File: src/inc/bomt_consts.svh
// constants for the bit-oriented message transceiver
// assumes inclusion by the package and the design module only
`ifndef BOMT_CONSTS_SVH
`define BOMT_CONSTS_SVH

// register offsets on the parallel processor port
`define BOMT_ADDR_CTRL      9'h0A0
`define BOMT_ADDR_TX_CW     9'h0A1
`define BOMT_ADDR_RX_CW     9'h0A2
`define BOMT_ADDR_STATUS    9'h0A3

// control register field positions
`define BOMT_CTRL_RX_SEARCH 7
`define BOMT_CTRL_RX_INTEG  6
`define BOMT_CTRL_RX_LEN_HI 5
`define BOMT_CTRL_RX_LEN_LO 4
`define BOMT_CTRL_TX_LEN_HI 3
`define BOMT_CTRL_TX_LEN_LO 2
`define BOMT_CTRL_MODE_HI   1
`define BOMT_CTRL_MODE_LO   0
`define BOMT_CTRL_RESET     8'h00

// received codeword and status field positions
`define BOMT_RX_LOST_BIT    7
`define BOMT_RX_VALID_BIT   6
`define BOMT_STAT_TX_ACTIVE 7
`define BOMT_STAT_RX_ACTIVE 6

// pattern layout and repetition counts
`define BOMT_PAT_LAST       4'hF
`define BOMT_PAT_FLAG_END   4'h7
`define BOMT_PAT_CW_FIRST   4'h9
`define BOMT_PAT_CW_LAST    4'hE
`define BOMT_REPS_LEN0      5'h01
`define BOMT_REPS_LEN1      5'h0A
`define BOMT_REPS_LEN2      5'h19

`endif

File: src/inc/bomt_pkg.sv
// types for the bit-oriented message transceiver
// assumes the constants header sits in the include path
package bomt_pkg;
  `include "bomt_consts.svh"

  typedef enum logic [1:0] {
    BOMT_LEN_ONE  = 2'h0,
    BOMT_LEN_TEN  = 2'h1,
    BOMT_LEN_TWF  = 2'h2,
    BOMT_LEN_CONT = 2'h3
  } bomt_len_t;

  typedef enum {
    BOMT_TX_IDLE,
    BOMT_TX_WAIT,
    BOMT_TX_SEND
  } bomt_tx_state_t;
endpackage

File: src/logic/bomt_transceiver.sv
// bit-oriented message transmitter and receiver on the facility data link
// assumes one link bit per i_link_bit_strobe pulse, slot chosen by link controller one
//
// Behaviour
// - a message is repeated 16-bit patterns, each holding one 6-bit codeword
// - the channel is link controller one's slot and bits; that controller runs
// - pattern sends eight ones, zero, six codeword bits, zero
// - receiver scans for patterns only while search enable is set
// - rx length 00 one, 01 ten, 10 twenty-five, 11 on change
// - change setting updates the received codeword on each different pattern
// - qualified message loads received codeword and pulses receive event together
// - gaps between patterns are allowed unless they hold a different codeword
// - codeword write sends 1, 10, 25 patterns or repeats forever
// - transmit event pulses at message start; software writes next after it
// - with nothing pending, the link returns to controller one output after a message
// - continuous message ends when software changes the tx length field
// - mode 0X disables and ignores writes, 10 message first, 11 controller first
// - message priority holds controller one off within eight bit times until done
// - controller one buffer writes stay possible while a message is sent
// - controller priority suspends message while its buffer is busy, resumes when idle
// - with controller priority, continuous message pauses at a pattern boundary when controller output waits
// - the transmitter works identically in E1 mode
// - codeword bit 0 goes out first, bit 5 sixth
// - valid flag sets on each codeword update, clears on read of received codeword
// - lost flag sets on update while valid still set
// - transmit active stays set for the whole message
`timescale 1ns/1ps
`include "bomt_consts.svh"
module bomt_transceiver
  import bomt_pkg::*;
(
  input  wire logic       i_sys_clk,
  input  wire logic       i_rst,
  input  wire logic       i_cs,
  input  wire logic       i_wr,
  input  wire logic       i_rd,
  input  wire logic [8:0] i_addr,
  input  wire logic [7:0] i_wdata,
  output logic      [7:0] o_rdata,
  input  wire logic       i_link_bit_strobe,
  input  wire logic       i_link_rx_bit,
  input  wire logic       i_link_one_tx_bit,
  input  wire logic       i_link_one_buf_empty,
  input  wire logic       i_link_one_tx_idle,
  output logic            o_link_tx_bit,
  output logic            o_link_one_hold,
  output logic            o_tx_msg_event,
  output logic            o_rx_msg_event,
  output logic            o_tx_msg_active
);

  // repetition target for a length code; zero for change/continuous
  function automatic logic [4:0] reps_of(input logic [1:0] len);
    logic [4:0] r;
    r = 5'h00;
    unique case (bomt_len_t'(len))
      BOMT_LEN_ONE:  r = `BOMT_REPS_LEN0;
      BOMT_LEN_TEN:  r = `BOMT_REPS_LEN1;
      BOMT_LEN_TWF:  r = `BOMT_REPS_LEN2;
      BOMT_LEN_CONT: r = 5'h00;
    endcase
    return r;
  endfunction

  // register port decode
  logic       wr_ctrl;
  logic       wr_tx_cw;
  logic       rd_rx_cw;
  assign wr_ctrl  = i_cs && i_wr && (i_addr == `BOMT_ADDR_CTRL);
  assign wr_tx_cw = i_cs && i_wr && (i_addr == `BOMT_ADDR_TX_CW);
  assign rd_rx_cw = i_cs && i_rd && (i_addr == `BOMT_ADDR_RX_CW);

  logic [7:0] ctrl;
  logic       rx_search;
  logic [1:0] rx_len;
  logic [1:0] tx_len;
  logic [1:0] tx_mode;
  logic       tx_enabled;
  logic       msg_first;
  assign rx_search  = ctrl[`BOMT_CTRL_RX_SEARCH];
  assign rx_len     = ctrl[`BOMT_CTRL_RX_LEN_HI:`BOMT_CTRL_RX_LEN_LO];
  assign tx_len     = ctrl[`BOMT_CTRL_TX_LEN_HI:`BOMT_CTRL_TX_LEN_LO];
  assign tx_mode    = ctrl[`BOMT_CTRL_MODE_HI:`BOMT_CTRL_MODE_LO];
  assign tx_enabled = tx_mode[1];
  assign msg_first  = tx_enabled && !tx_mode[0];

  // ---------------- receiver state ----------------
  logic [15:0] rx_shift,  next_rx_shift;
  logic [5:0]  rx_last,   next_rx_last;
  logic        rx_have,   next_rx_have;
  logic [4:0]  rx_cnt,    next_rx_cnt;
  logic        rx_done,   next_rx_done;
  logic [5:0]  rx_cw,     next_rx_cw;
  logic        rx_valid,  next_rx_valid;
  logic        rx_lost,   next_rx_lost;
  logic        rx_active, next_rx_active;
  logic        next_rx_event;

  // pattern search and qualification
  always_comb begin
    logic        match;
    logic        same;
    logic        qualify;
    logic [5:0]  cw;
    logic [4:0]  target;
    logic [4:0]  cnt_n;
    match          = 1'b0;
    same           = 1'b0;
    qualify        = 1'b0;
    cw             = 6'h00;
    target         = reps_of(rx_len);
    cnt_n          = rx_cnt;
    next_rx_shift  = rx_shift;
    next_rx_last   = rx_last;
    next_rx_have   = rx_have;
    next_rx_cnt    = rx_cnt;
    next_rx_done   = rx_done;
    next_rx_cw     = rx_cw;
    next_rx_valid  = rx_valid && !rd_rx_cw;
    next_rx_lost   = rx_lost && !rd_rx_cw;
    next_rx_active = rx_active && !o_rx_msg_event;
    if (!rx_search) begin
      next_rx_shift  = 16'h0000;
      next_rx_have   = 1'b0;
      next_rx_cnt    = 5'h00;
      next_rx_done   = 1'b0;
      next_rx_active = 1'b0;
    end else if (i_link_bit_strobe) begin
      // first link bit lands lowest once sixteen bits are in
      next_rx_shift = {i_link_rx_bit, rx_shift[15:1]};
      match = (next_rx_shift[`BOMT_PAT_FLAG_END:0] == 8'hFF) && !next_rx_shift[8]
              && !next_rx_shift[15];
      cw    = next_rx_shift[`BOMT_PAT_CW_LAST:`BOMT_PAT_CW_FIRST];
    end
    if (match) begin
      // only a different valid codeword breaks a run
      same = rx_have && (cw == rx_last);
      if (bomt_len_t'(rx_len) == BOMT_LEN_CONT) begin
        qualify = !same;
      end else begin
        cnt_n   = !same ? 5'h01 : ((rx_cnt == target) ? rx_cnt : rx_cnt + 5'h01);
        qualify = (cnt_n == target) && !(same && rx_done);
      end
      next_rx_last   = cw;
      next_rx_have   = 1'b1;
      next_rx_cnt    = cnt_n;
      next_rx_done   = (same && rx_done) || qualify;
      next_rx_active = 1'b1;
    end
    if (qualify) begin
      next_rx_cw    = cw;
      next_rx_lost  = next_rx_lost || (rx_valid && !rd_rx_cw);
      next_rx_valid = 1'b1;
    end
    next_rx_event = qualify;
  end

  // receiver registers
  always_ff @(posedge i_sys_clk or posedge i_rst) begin
    if (i_rst) begin
      rx_shift       <= 16'h0000;
      rx_last        <= 6'h00;
      rx_have        <= 1'b0;
      rx_cnt         <= 5'h00;
      rx_done        <= 1'b0;
      rx_cw          <= 6'h00;
      rx_valid       <= 1'b0;
      rx_lost        <= 1'b0;
      rx_active      <= 1'b0;
      o_rx_msg_event <= 1'b0;
    end else begin
      rx_shift       <= next_rx_shift;
      rx_last        <= next_rx_last;
      rx_have        <= next_rx_have;
      rx_cnt         <= next_rx_cnt;
      rx_done        <= next_rx_done;
      rx_cw          <= next_rx_cw;
      rx_valid       <= next_rx_valid;
      rx_lost        <= next_rx_lost;
      rx_active      <= next_rx_active;
      o_rx_msg_event <= next_rx_event;
    end
  end

  // ---------------- transmitter state ----------------
  bomt_tx_state_t tx_state, next_tx_state;
  logic       tx_pend,   next_tx_pend;
  logic [5:0] tx_pcw,    next_tx_pcw;
  logic [5:0] tx_cw,     next_tx_cw;
  logic [1:0] tx_lenl,   next_tx_lenl;
  logic [3:0] tx_bit,    next_tx_bit;
  logic [4:0] tx_rep,    next_tx_rep;
  logic       next_tx_event;
  logic       next_link_tx_bit;
  logic       next_hold;

  // controller one has nothing queued and is idle
  logic       link_one_quiet;
  assign link_one_quiet = i_link_one_buf_empty && i_link_one_tx_idle;

  // message sequencing and link output selection
  always_comb begin
    logic       can_start;
    logic       pat_bit;
    logic       ended;
    logic [4:0] rep_n;
    pat_bit       = 1'b0;
    next_tx_state = tx_state;
    next_tx_pend  = tx_pend;
    next_tx_pcw   = tx_pcw;
    next_tx_cw    = tx_cw;
    next_tx_lenl  = tx_lenl;
    next_tx_bit   = tx_bit;
    next_tx_rep   = tx_rep;
    next_tx_event = 1'b0;
    rep_n         = tx_rep + 5'h01;
    ended         = 1'b0;
    // controller priority waits for an empty, idle controller
    can_start     = tx_enabled && tx_pend && (msg_first || link_one_quiet);
    // pattern bit: ones, zero, codeword low bit first, zero
    if (tx_bit <= `BOMT_PAT_FLAG_END) begin
      pat_bit = 1'b1;
    end else if (tx_bit >= `BOMT_PAT_CW_FIRST && tx_bit <= `BOMT_PAT_CW_LAST) begin
      pat_bit = tx_cw[3'(tx_bit - `BOMT_PAT_CW_FIRST)];
    end
    unique case (tx_state)
      BOMT_TX_IDLE: begin
        if (can_start) begin
          ended = 1'b1;                                 // start below
        end
      end
      BOMT_TX_WAIT: begin
        if (!tx_enabled) begin
          next_tx_state = BOMT_TX_IDLE;
        end else if (msg_first || link_one_quiet) begin
          next_tx_state = BOMT_TX_SEND;
        end
      end
      BOMT_TX_SEND: begin
        if (!tx_enabled) begin
          next_tx_state = BOMT_TX_IDLE;
        end else if (i_link_bit_strobe) begin
          next_tx_bit = tx_bit + 4'h1;
          if (tx_bit == `BOMT_PAT_LAST) begin
            next_tx_rep = rep_n;
            if (bomt_len_t'(tx_lenl) == BOMT_LEN_CONT) begin
              ended = (tx_len != tx_lenl);
            end else begin
              ended = (rep_n == reps_of(tx_lenl));
            end
            if (ended) begin
              next_tx_state = BOMT_TX_IDLE;
            end else if (!msg_first && !i_link_one_buf_empty) begin
              next_tx_state = BOMT_TX_WAIT;
            end
          end
        end
      end
    endcase
    // a message starts from idle or right behind the last one
    if (ended && can_start) begin
      next_tx_state = BOMT_TX_SEND;
      next_tx_cw    = tx_pcw;
      next_tx_lenl  = tx_len;
      next_tx_bit   = 4'h0;
      next_tx_rep   = 5'h00;
      next_tx_pend  = 1'b0;
      next_tx_event = 1'b1;
    end
    // writes are dropped while disabled; a new write wins over the take
    if (wr_tx_cw && tx_enabled) begin
      next_tx_pend = 1'b1;
      next_tx_pcw  = i_wdata[5:0];
    end
    // same pattern format on T1 and E1 links
    next_link_tx_bit = o_link_tx_bit;
    if (i_link_bit_strobe) begin
      next_link_tx_bit = (tx_state == BOMT_TX_SEND) ? pat_bit : i_link_one_tx_bit;
    end
    // controller one is held off, its buffer still writable
    next_hold = (next_tx_state == BOMT_TX_SEND);
  end

  // transmitter registers
  always_ff @(posedge i_sys_clk or posedge i_rst) begin
    if (i_rst) begin
      tx_state        <= BOMT_TX_IDLE;
      tx_pend         <= 1'b0;
      tx_pcw          <= 6'h00;
      tx_cw           <= 6'h00;
      tx_lenl         <= 2'h0;
      tx_bit          <= 4'h0;
      tx_rep          <= 5'h00;
      o_tx_msg_event  <= 1'b0;
      o_link_tx_bit   <= 1'b1;
      o_link_one_hold <= 1'b0;
      o_tx_msg_active <= 1'b0;
    end else begin
      tx_state        <= next_tx_state;
      tx_pend         <= next_tx_pend;
      tx_pcw          <= next_tx_pcw;
      tx_cw           <= next_tx_cw;
      tx_lenl         <= next_tx_lenl;
      tx_bit          <= next_tx_bit;
      tx_rep          <= next_tx_rep;
      o_tx_msg_event  <= next_tx_event;
      o_link_tx_bit   <= next_link_tx_bit;
      o_link_one_hold <= next_hold;
      o_tx_msg_active <= (next_tx_state != BOMT_TX_IDLE);
    end
  end

  // ---------------- register file ----------------
  logic [7:0] next_ctrl;
  logic [7:0] next_rdata;

  // control write and read-back mux
  always_comb begin
    next_ctrl  = wr_ctrl ? i_wdata : ctrl;
    next_rdata = o_rdata;
    if (i_cs && i_rd) begin
      unique case (i_addr)
        `BOMT_ADDR_CTRL:   next_rdata = ctrl;
        `BOMT_ADDR_TX_CW:  next_rdata = {2'h0, tx_pcw};
        `BOMT_ADDR_RX_CW:  next_rdata = {rx_lost, rx_valid, rx_cw};
        `BOMT_ADDR_STATUS: next_rdata = {o_tx_msg_active, rx_active, 6'h00};
        default:           next_rdata = 8'h00;
      endcase
    end
  end

  // register file flops
  always_ff @(posedge i_sys_clk or posedge i_rst) begin
    if (i_rst) begin
      ctrl    <= `BOMT_CTRL_RESET;
      o_rdata <= 8'h00;
    end else begin
      ctrl    <= next_ctrl;
      o_rdata <= next_rdata;
    end
  end

endmodule

File: config.mk
export PLATFORM = sky130hd
export DESIGN_NAME = bomt_transceiver
export DESIGN_NICKNAME = d
export VERILOG_FILES = /design/src/inc/bomt_pkg.sv /design/src/logic/bomt_transceiver.sv
export VERILOG_INCLUDE_DIRS = /design/src /design/src/inc
export SDC_FILE = /design/constraint.sdc
export NUM_CORES = 1
export LEC_CHECK = 0
export CAP_MARGIN = 0
export CORE_ASPECT_RATIO = 1.75
export CORE_MARGIN = 2
export CORE_UTILIZATION = 50
export CTS_CLUSTER_DIAMETER = 40
export CTS_CLUSTER_SIZE = 30
export DETAILED_ROUTE_END_ITERATION = 8
export DONT_BUFFER_PORTS = 1
export GPL_TIMING_DRIVEN = 0
export HOLD_SLACK_MARGIN = 0.05
export PLACE_DENSITY = 0.69
export SLEW_MARGIN = 20
export SYNTH_ARGS = -nofsm -noshare
export SYNTH_HDL_FRONTEND = slang
export SYNTH_SLANG_ARGS = --single-unit
File: constraint.sdc
create_clock -name i_sys_clk -period 5.9 [get_ports i_sys_clk]
set_input_delay 0.59 -clock i_sys_clk [delete_from_list [all_inputs] [get_ports i_sys_clk]]
set_output_delay 0.59 -clock i_sys_clk [all_outputs]
set_load 0.01 [all_outputs]
==> impl_metrics.toml, run 1 <==
[status]
status = "finished clean"

[setup_path]
cp-start-kind = "flop"
crit_start = "tx_lenl[1]"
slowest_stage = "buf_1"
critPathMaxStageDelay_ns = 0.42
critPathMaxFanout = 10
crit_arrival_ns = 3.26
rr_startpoint = "tx_lenl[1]"
worstPathRequired_ns = 6.17
cp_top_family = "buffers and inverters"
cp-end-kind = "flop"
timing.critical_path.mode_cell = "clkbuf_1"
path_class = "flop to flop"
critPathBufInv = 4
worstPathCellList = "inv_1, ha_1, xor2_1, nor4_1, a32oi_1, o21ai_0, and3_1, clkbuf_1, clkbuf_1, buf_1, nor2_1"

[floorplan]
floorplan.rows = 50
die-area_mm2 = 0.0118
initial_utilization_pct = 51.2
core_mm2 = 0.0107
die_w_um = 83.1
die_h_um = 142
ios = 40

[global_route]
top_usage_layer = "met2"
grt_pass1_wl_mm = 18.8
grt_remaining_overflow = 0
grt_util_all_layers_pct = 19.9
grt_max_degree = 60
grt_use_met3_pct = 5.80
antenna_found_initial = 0
grt_util_met1_pct = 20.8
grt_pass1_vias = 4018
grt_util_met2_pct = 36.5

[cells_and_area]
drive_above_1_share_pct = 12.5
areaGrowthSynthToFinish_pct = 15.6
nFillCells = 860
antennaDiodeCount = 0
stdcell_count = 683
fin_area_mm2 = 0.00633
post-route-util_pct = 59.2
final_nets = 581

[placed_design]
gp_congestion = 0.828
place_area_mm2 = 0.00568
dp.cells = 651
portBuffers = 0
hpwl_mm = 8.06

[synthesis]
yosys.cell_count.top_type = "dfrtp_1"
syn_area_per_cell_um2 = 10.5
ys.flop_type = "dfrtp_1"
synthTopCellsByCount = "113 x dfrtp_1, 46 x clkbuf_1, 37 x o21ai_0"
synth-async-reset-ratio_pct = 100
ys_seq_area_share_pct = 52.1
syn_area_mm2 = 0.00548
yosys-top-cells-area = "dfrtp_1 52%, mux2i_1 4.9%, mux2_2 4.1%"
yosys.area.top_type = "dfrtp_1"
ys_seq_elements = 114
postSynthCellCount = 520
synth_edf_count = 0
syn_nets = 561
synth_cell_types = 53
yosysWarnings = 0
synth_top_area_share_pct = 51.6

[sta]
hold_viol = 0
clock-skew-final_ns = 0.00557
drv_slew = 0
worst_pin_slew_ns = 0.864
max_freq_ghz = 0.334
min_period_ns = 2.99
rsz0062_at_grt = "false"
setup_viol = 0
fin_setup_tns_ns = 0
max_slew_margin_pct = 41.8
min_period_over_period_pct = 50.7

[detailed_routing]
via_per_inst = 5.60
drt_iter0_drc = 134
wire_per_inst_um = 16.2
drtAntennaViolNets = 0
dr.pass1.iters = 6
drt_wl_total_mm = 11.0
drc_errors = 0
vias = 3822

[clock_tree]
cts_inserted_buffers = 17
clk_pin_slew_ns = 0.05
htreeDepth = 4
insertion_delay_ns = 0.41
cts_hold_buffers = 0
clockBufferDepth = 2
cts_tree = "built"
clock-sinks = 114
post_cts_resized = 0
clock-root-buffer = "clkbuf_16"
cts_setup_buffers = 0

[job]
cap_violations = 0

[pwr]
seqPwrFrac_pct = 39.9
p_int_uw = 1590
p_per_area_mw_per_mm2 = 317
p_switching_uw = 421
vdd_drop_max_mv = 0.338
p_comb_share_pct = 4.9
cellLeakagePower_uw = 0.00302
switching_share_pct = 20.9
clkPwrFrac_pct = 55.3

[hold_path]
hold_path_class = "input port to async pin"
==> per-stage QoR <==
stage	hold slack, ns	total power (uW)	worst slack (ns)
global placement	0.440	907	1.32
global route	0.136	2070	2.64
floorplan	0.429	889	2.30
detailed placement	0.447	914	2.77
CTS	0.106	2030	2.88
finish	0.0776	2010	2.91
==> placed cells by master (no fill, tap or decap), drive strengths merged, types with 4 or more instances in the layout <==
cell type  Yosys  layout
mux2i         27      27
a21oi         19      19
o211ai         4       4
nor2b         20      20
a31oi          5       5
nand2         36      36
xnor2         11      11
nand3         19      19
buf            7       8
and3          12      12
mux2          26      26
clkbuf        46      64
dfrtp        113     113
clkinv         0       7
nor2          23      23
bufinv         0       5
nor3           6       6
nor4          12      12
ha            14      14
inv           27      27
o21ai         39      39
xor2          14      14
nand4          7       7
==> sequential cells by signal (all words and copies together), names as in the netlist, 6 cells and up <==
signal and flops:
tx_pcw 6, rx_cw 6, ctrl 8, rx_shift 15, tx_state 32, rx_last 6
tx_cw 6, o_rdata 8
==> final timing paths <==
kind | to | depth (start not counted) | slack (ns)
max | tx_rep[4] | 11 | 2.91
min | rx_cnt[1] | 1 | 0.08
max reg2reg | tx_rep[4] | 11 | 2.91
min reg2reg | tx_state[3] | 1 | 0.46
max in group asynchronous | o_link_tx_bit | 2 | 5.13
min in group i_sys_clk | ctrl[5] | 2 | 0.30
==> power groups by stage <==
stage	sequential [uW]	clock (uW)	combinational [uW]
after floorplan	812	0	77.1
after detailed placement	814	0	100
final	801	1110	97.9
after CTS	801	1130	100
after global placement	814	0	93.2
after global routing	802	1160	111
==> routing by layer <==
layer	wire, um	vias up
li1	-	1825
met1	4290	1906
met2	6070	65
met3	382	26
met4	297	0
met5	0	-
==> cell type report <==
type	instances	area [um^2]	share of cell area (%)
plain buffers	53	216	3.42
clock inverters	14	211	3.34
inverters	27	106	1.68
repair buffers	1	27.5	0.435
clock buffers	18	439	6.94
flip-flops and latches	114	2850	45.1
well taps	130	163	2.57
multi-input cells	326	2310	36.5
==> cell families (layout without fill, tap and decap cells) <==
logic type / after synthesis / after routing / share of synthesized area (%)
AO/OA/AOI/OAI: 86 / 86 / 9.32
adder cells (fa/ha/maj): 14 / 14 / 3.20
multiplexers: 53 / 53 / 10.7
flip-flops: 114 / 114 / 52.1
XOR/XNOR: 25 / 25 / 4.00
buffers and inverters: 80 / 113 / 5.80
AND/OR/NAND/NOR: 148 / 148 / 14.9
==> worst register-to-register path: stages, from the launching register on <==
cell,delay (ns)
dfrtp_1,0.41
inv_1,0.10
ha_1,0.22
xor2_1,0.15
nor4_1,0.28
a32oi_1,0.19
o21ai_0,0.21
and3_1,0.18
clkbuf_1,0.20
clkbuf_1,0.40
buf_1,0.43
nor2_1,0.11
No activity file was read; power rests on OpenSTA's default activity.
==> inputs of run 2 (changes only) <==
- clock period: 5.9 -> 2.9 ns (I/O delays scaled with it)
==> run 2 against run 1 <==
Clock skew increased by 0.00092 ns; count of clock-buffer cells in the layout shrank 1; routed wire length increased by 6.0%; critical endpoint is now rx_cw[4]; core utilization rose by 2.4 points; critical path type unchanged; via count up 4.3%; cell count increased by 2.8%; largest power group unchanged; first-iteration DRC count unchanged; clock power increased by 96%; combinational power up 150%; die area unchanged.
==> impl_metrics.toml, run 2 (synthesis results as in run 1) <==
[status]
status = "finished clean"

[setup_path]
path_class = "flop to flop"
critPathMaxStageDelay_ns = 0.41
cp-end-kind = "flop"
slowest_stage = "dfrtp_2"
cp_top_family = "compound AO/OA/AOI/OAI gates"
crit_arrival_ns = 3.08
rr_endpoint = "rx_cw[4]"
reg2regPathDepth = 12
rr_startpoint = "ctrl[4]"
worstPathRequired_ns = 3.20
cp.depth = 12
crit_start = "ctrl[4]"
cp-start-kind = "flop"
critPathBufInv = 3
worstPathCellList = "inv_2, ha_2, xor2_2, nor4_4, buf_12, a211oi_1, a21oi_1, and3_1, o311ai_2, a41o_1, buf_6, mux2_4"
critPathMaxFanout = 10
r2r_setup_slack_ns = 0.12

[clock_tree]
htreeDepth = 4
cts_inserted_buffers = 17
clock-sinks = 114
clk_pin_slew_ns = 0.06
cts_tree = "built"
insertion_delay_ns = 0.42
clock-root-buffer = "clkbuf_16"
clockBufferDepth = 2

[sta]
max_slew_margin_pct = 51.8
max_freq_ghz = 0.360
worst_pin_slew_ns = 0.718
min_period_over_period_pct = 95.8
whs_ns = 0.0841
hold_viol = 0
setup_viol = 0
min_period_ns = 2.78
drv_slew = 0
clock-skew-final_ns = 0.00648

[global_route]
grt_max_degree = 31
grt_pass1_vias = 4117
grt_remaining_overflow = 0
antenna_found_initial = 0
grt_util_all_layers_pct = 21.1
grt_pass1_wl_mm = 19.5

[detailed_routing]
drt_wl_total_mm = 11.7
wire_per_inst_um = 16.7
vias = 3986
drtAntennaViolNets = 0
dr.pass1.iters = 4
via_per_inst = 5.68
drc_errors = 0
drt_iter0_drc = 134

[cells_and_area]
layout_common_cells = "112 x dfrtp_1, 45 x clkbuf_1, 37 x o21ai_0"
reg.largest.list = "tx_state: 32 flops, rx_shift: 15 flops"
antennaDiodeCount = 0
drive_above_1_share_pct = 15.9
final_common_cell = "dfrtp_1"
top_register = "tx_state"
final_nets = 600
areaGrowthSynthToFinish_pct = 20.3
nFillCells = 856
largest_reg_flops = 32

[job]
cap_violations = 0

[placed_design]
portBuffers = 0
gp_congestion = 0.807
hpwl_mm = 8.30

[hold_path]
hold_path_class = "input port to flop"
holdPathEnd = "rx_shift[15]"
hold_depth = 2
hp-start = "i_link_rx_bit"

[pwr]
p_per_area_mw_per_mm2 = 615
p_total_uw = 4050
cellLeakagePower_uw = 0.00311
vdd_drop_max_mv = 0.713

[floorplan]
floorplan.rows = 50
ios = 40
die_h_um = 142
initial_utilization_pct = 51.2
die-area_mm2 = 0.0118
die_w_um = 83.1
core_mm2 = 0.0107
==> run 2: layout make-up <==
cell class	instances	area (um^2)	area share (%)
well taps	130	163	2.47
inverters	27	105	1.60
flip-flops and latches	114	2860	43.4
repair buffers	20	253	3.84
clock inverters	15	198	3.00
clock buffers	17	425	6.46
multi-input cells	326	2370	36.0
plain buffers	53	219	3.32
==> run 2: stage by stage <==
step	TNS, ns	cells	setup slack, ns	util (%)	instance area, um^2
6_report	0	702	0.123	61.6	6590
5_1_grt	-0.000271	702	-0.000271	61.6	6590
4_1_cts	0	700	0.0235	61.2	6540
3_5_place_dp	-1.18	654	-0.101	53.7	5750
3_3_place_gp	-0.0313	650	-0.0102	52.7	5640
2_1_floorplan	0	520	0.236	-	5480
==> run 2: timing repair <==
action,in CTS,in global routing
gates cloned,0,0
pin swaps,3,4
resized for setup,7,7
buffers inserted,4,2
setup endpoints to repair,15,18
hold endpoints to repair,49,0
hold buffers,10,0
==> run 2: how the worst max path moves through the flow <==
stage	to	slack, ns
floorplan	rx_cw[0]	0.24
global placement	tx_bit[3]	-0.01
detailed placement	rx_cw[4]	-0.10
CTS	rx_cw[4]	0.02
global route	rx_cw[4]	-0.0003
finish	rx_cw[4]	0.12
==> run 2: where the power goes <==
group	switching (uW)	total (uW)	internal (uW)
clock network	803	2180	1380
registers	19.4	1630	1610
logic	134	240	106
total	957	4050	3090
==> run 2: metal layers <==
layer | vias up | global-route usage (%) | wire length, um | part of all wire [%]
met2 | 100 | 39.4 | 6590 | 56
met5 | - | 0 | 0 | 0
met3 | 17 | 5.97 | 404 | 3.4
li1 | 1871 | - | - | -
met4 | 0 | 9.23 | 270 | 2.3
met1 | 1998 | 21.8 | 4450 | 38
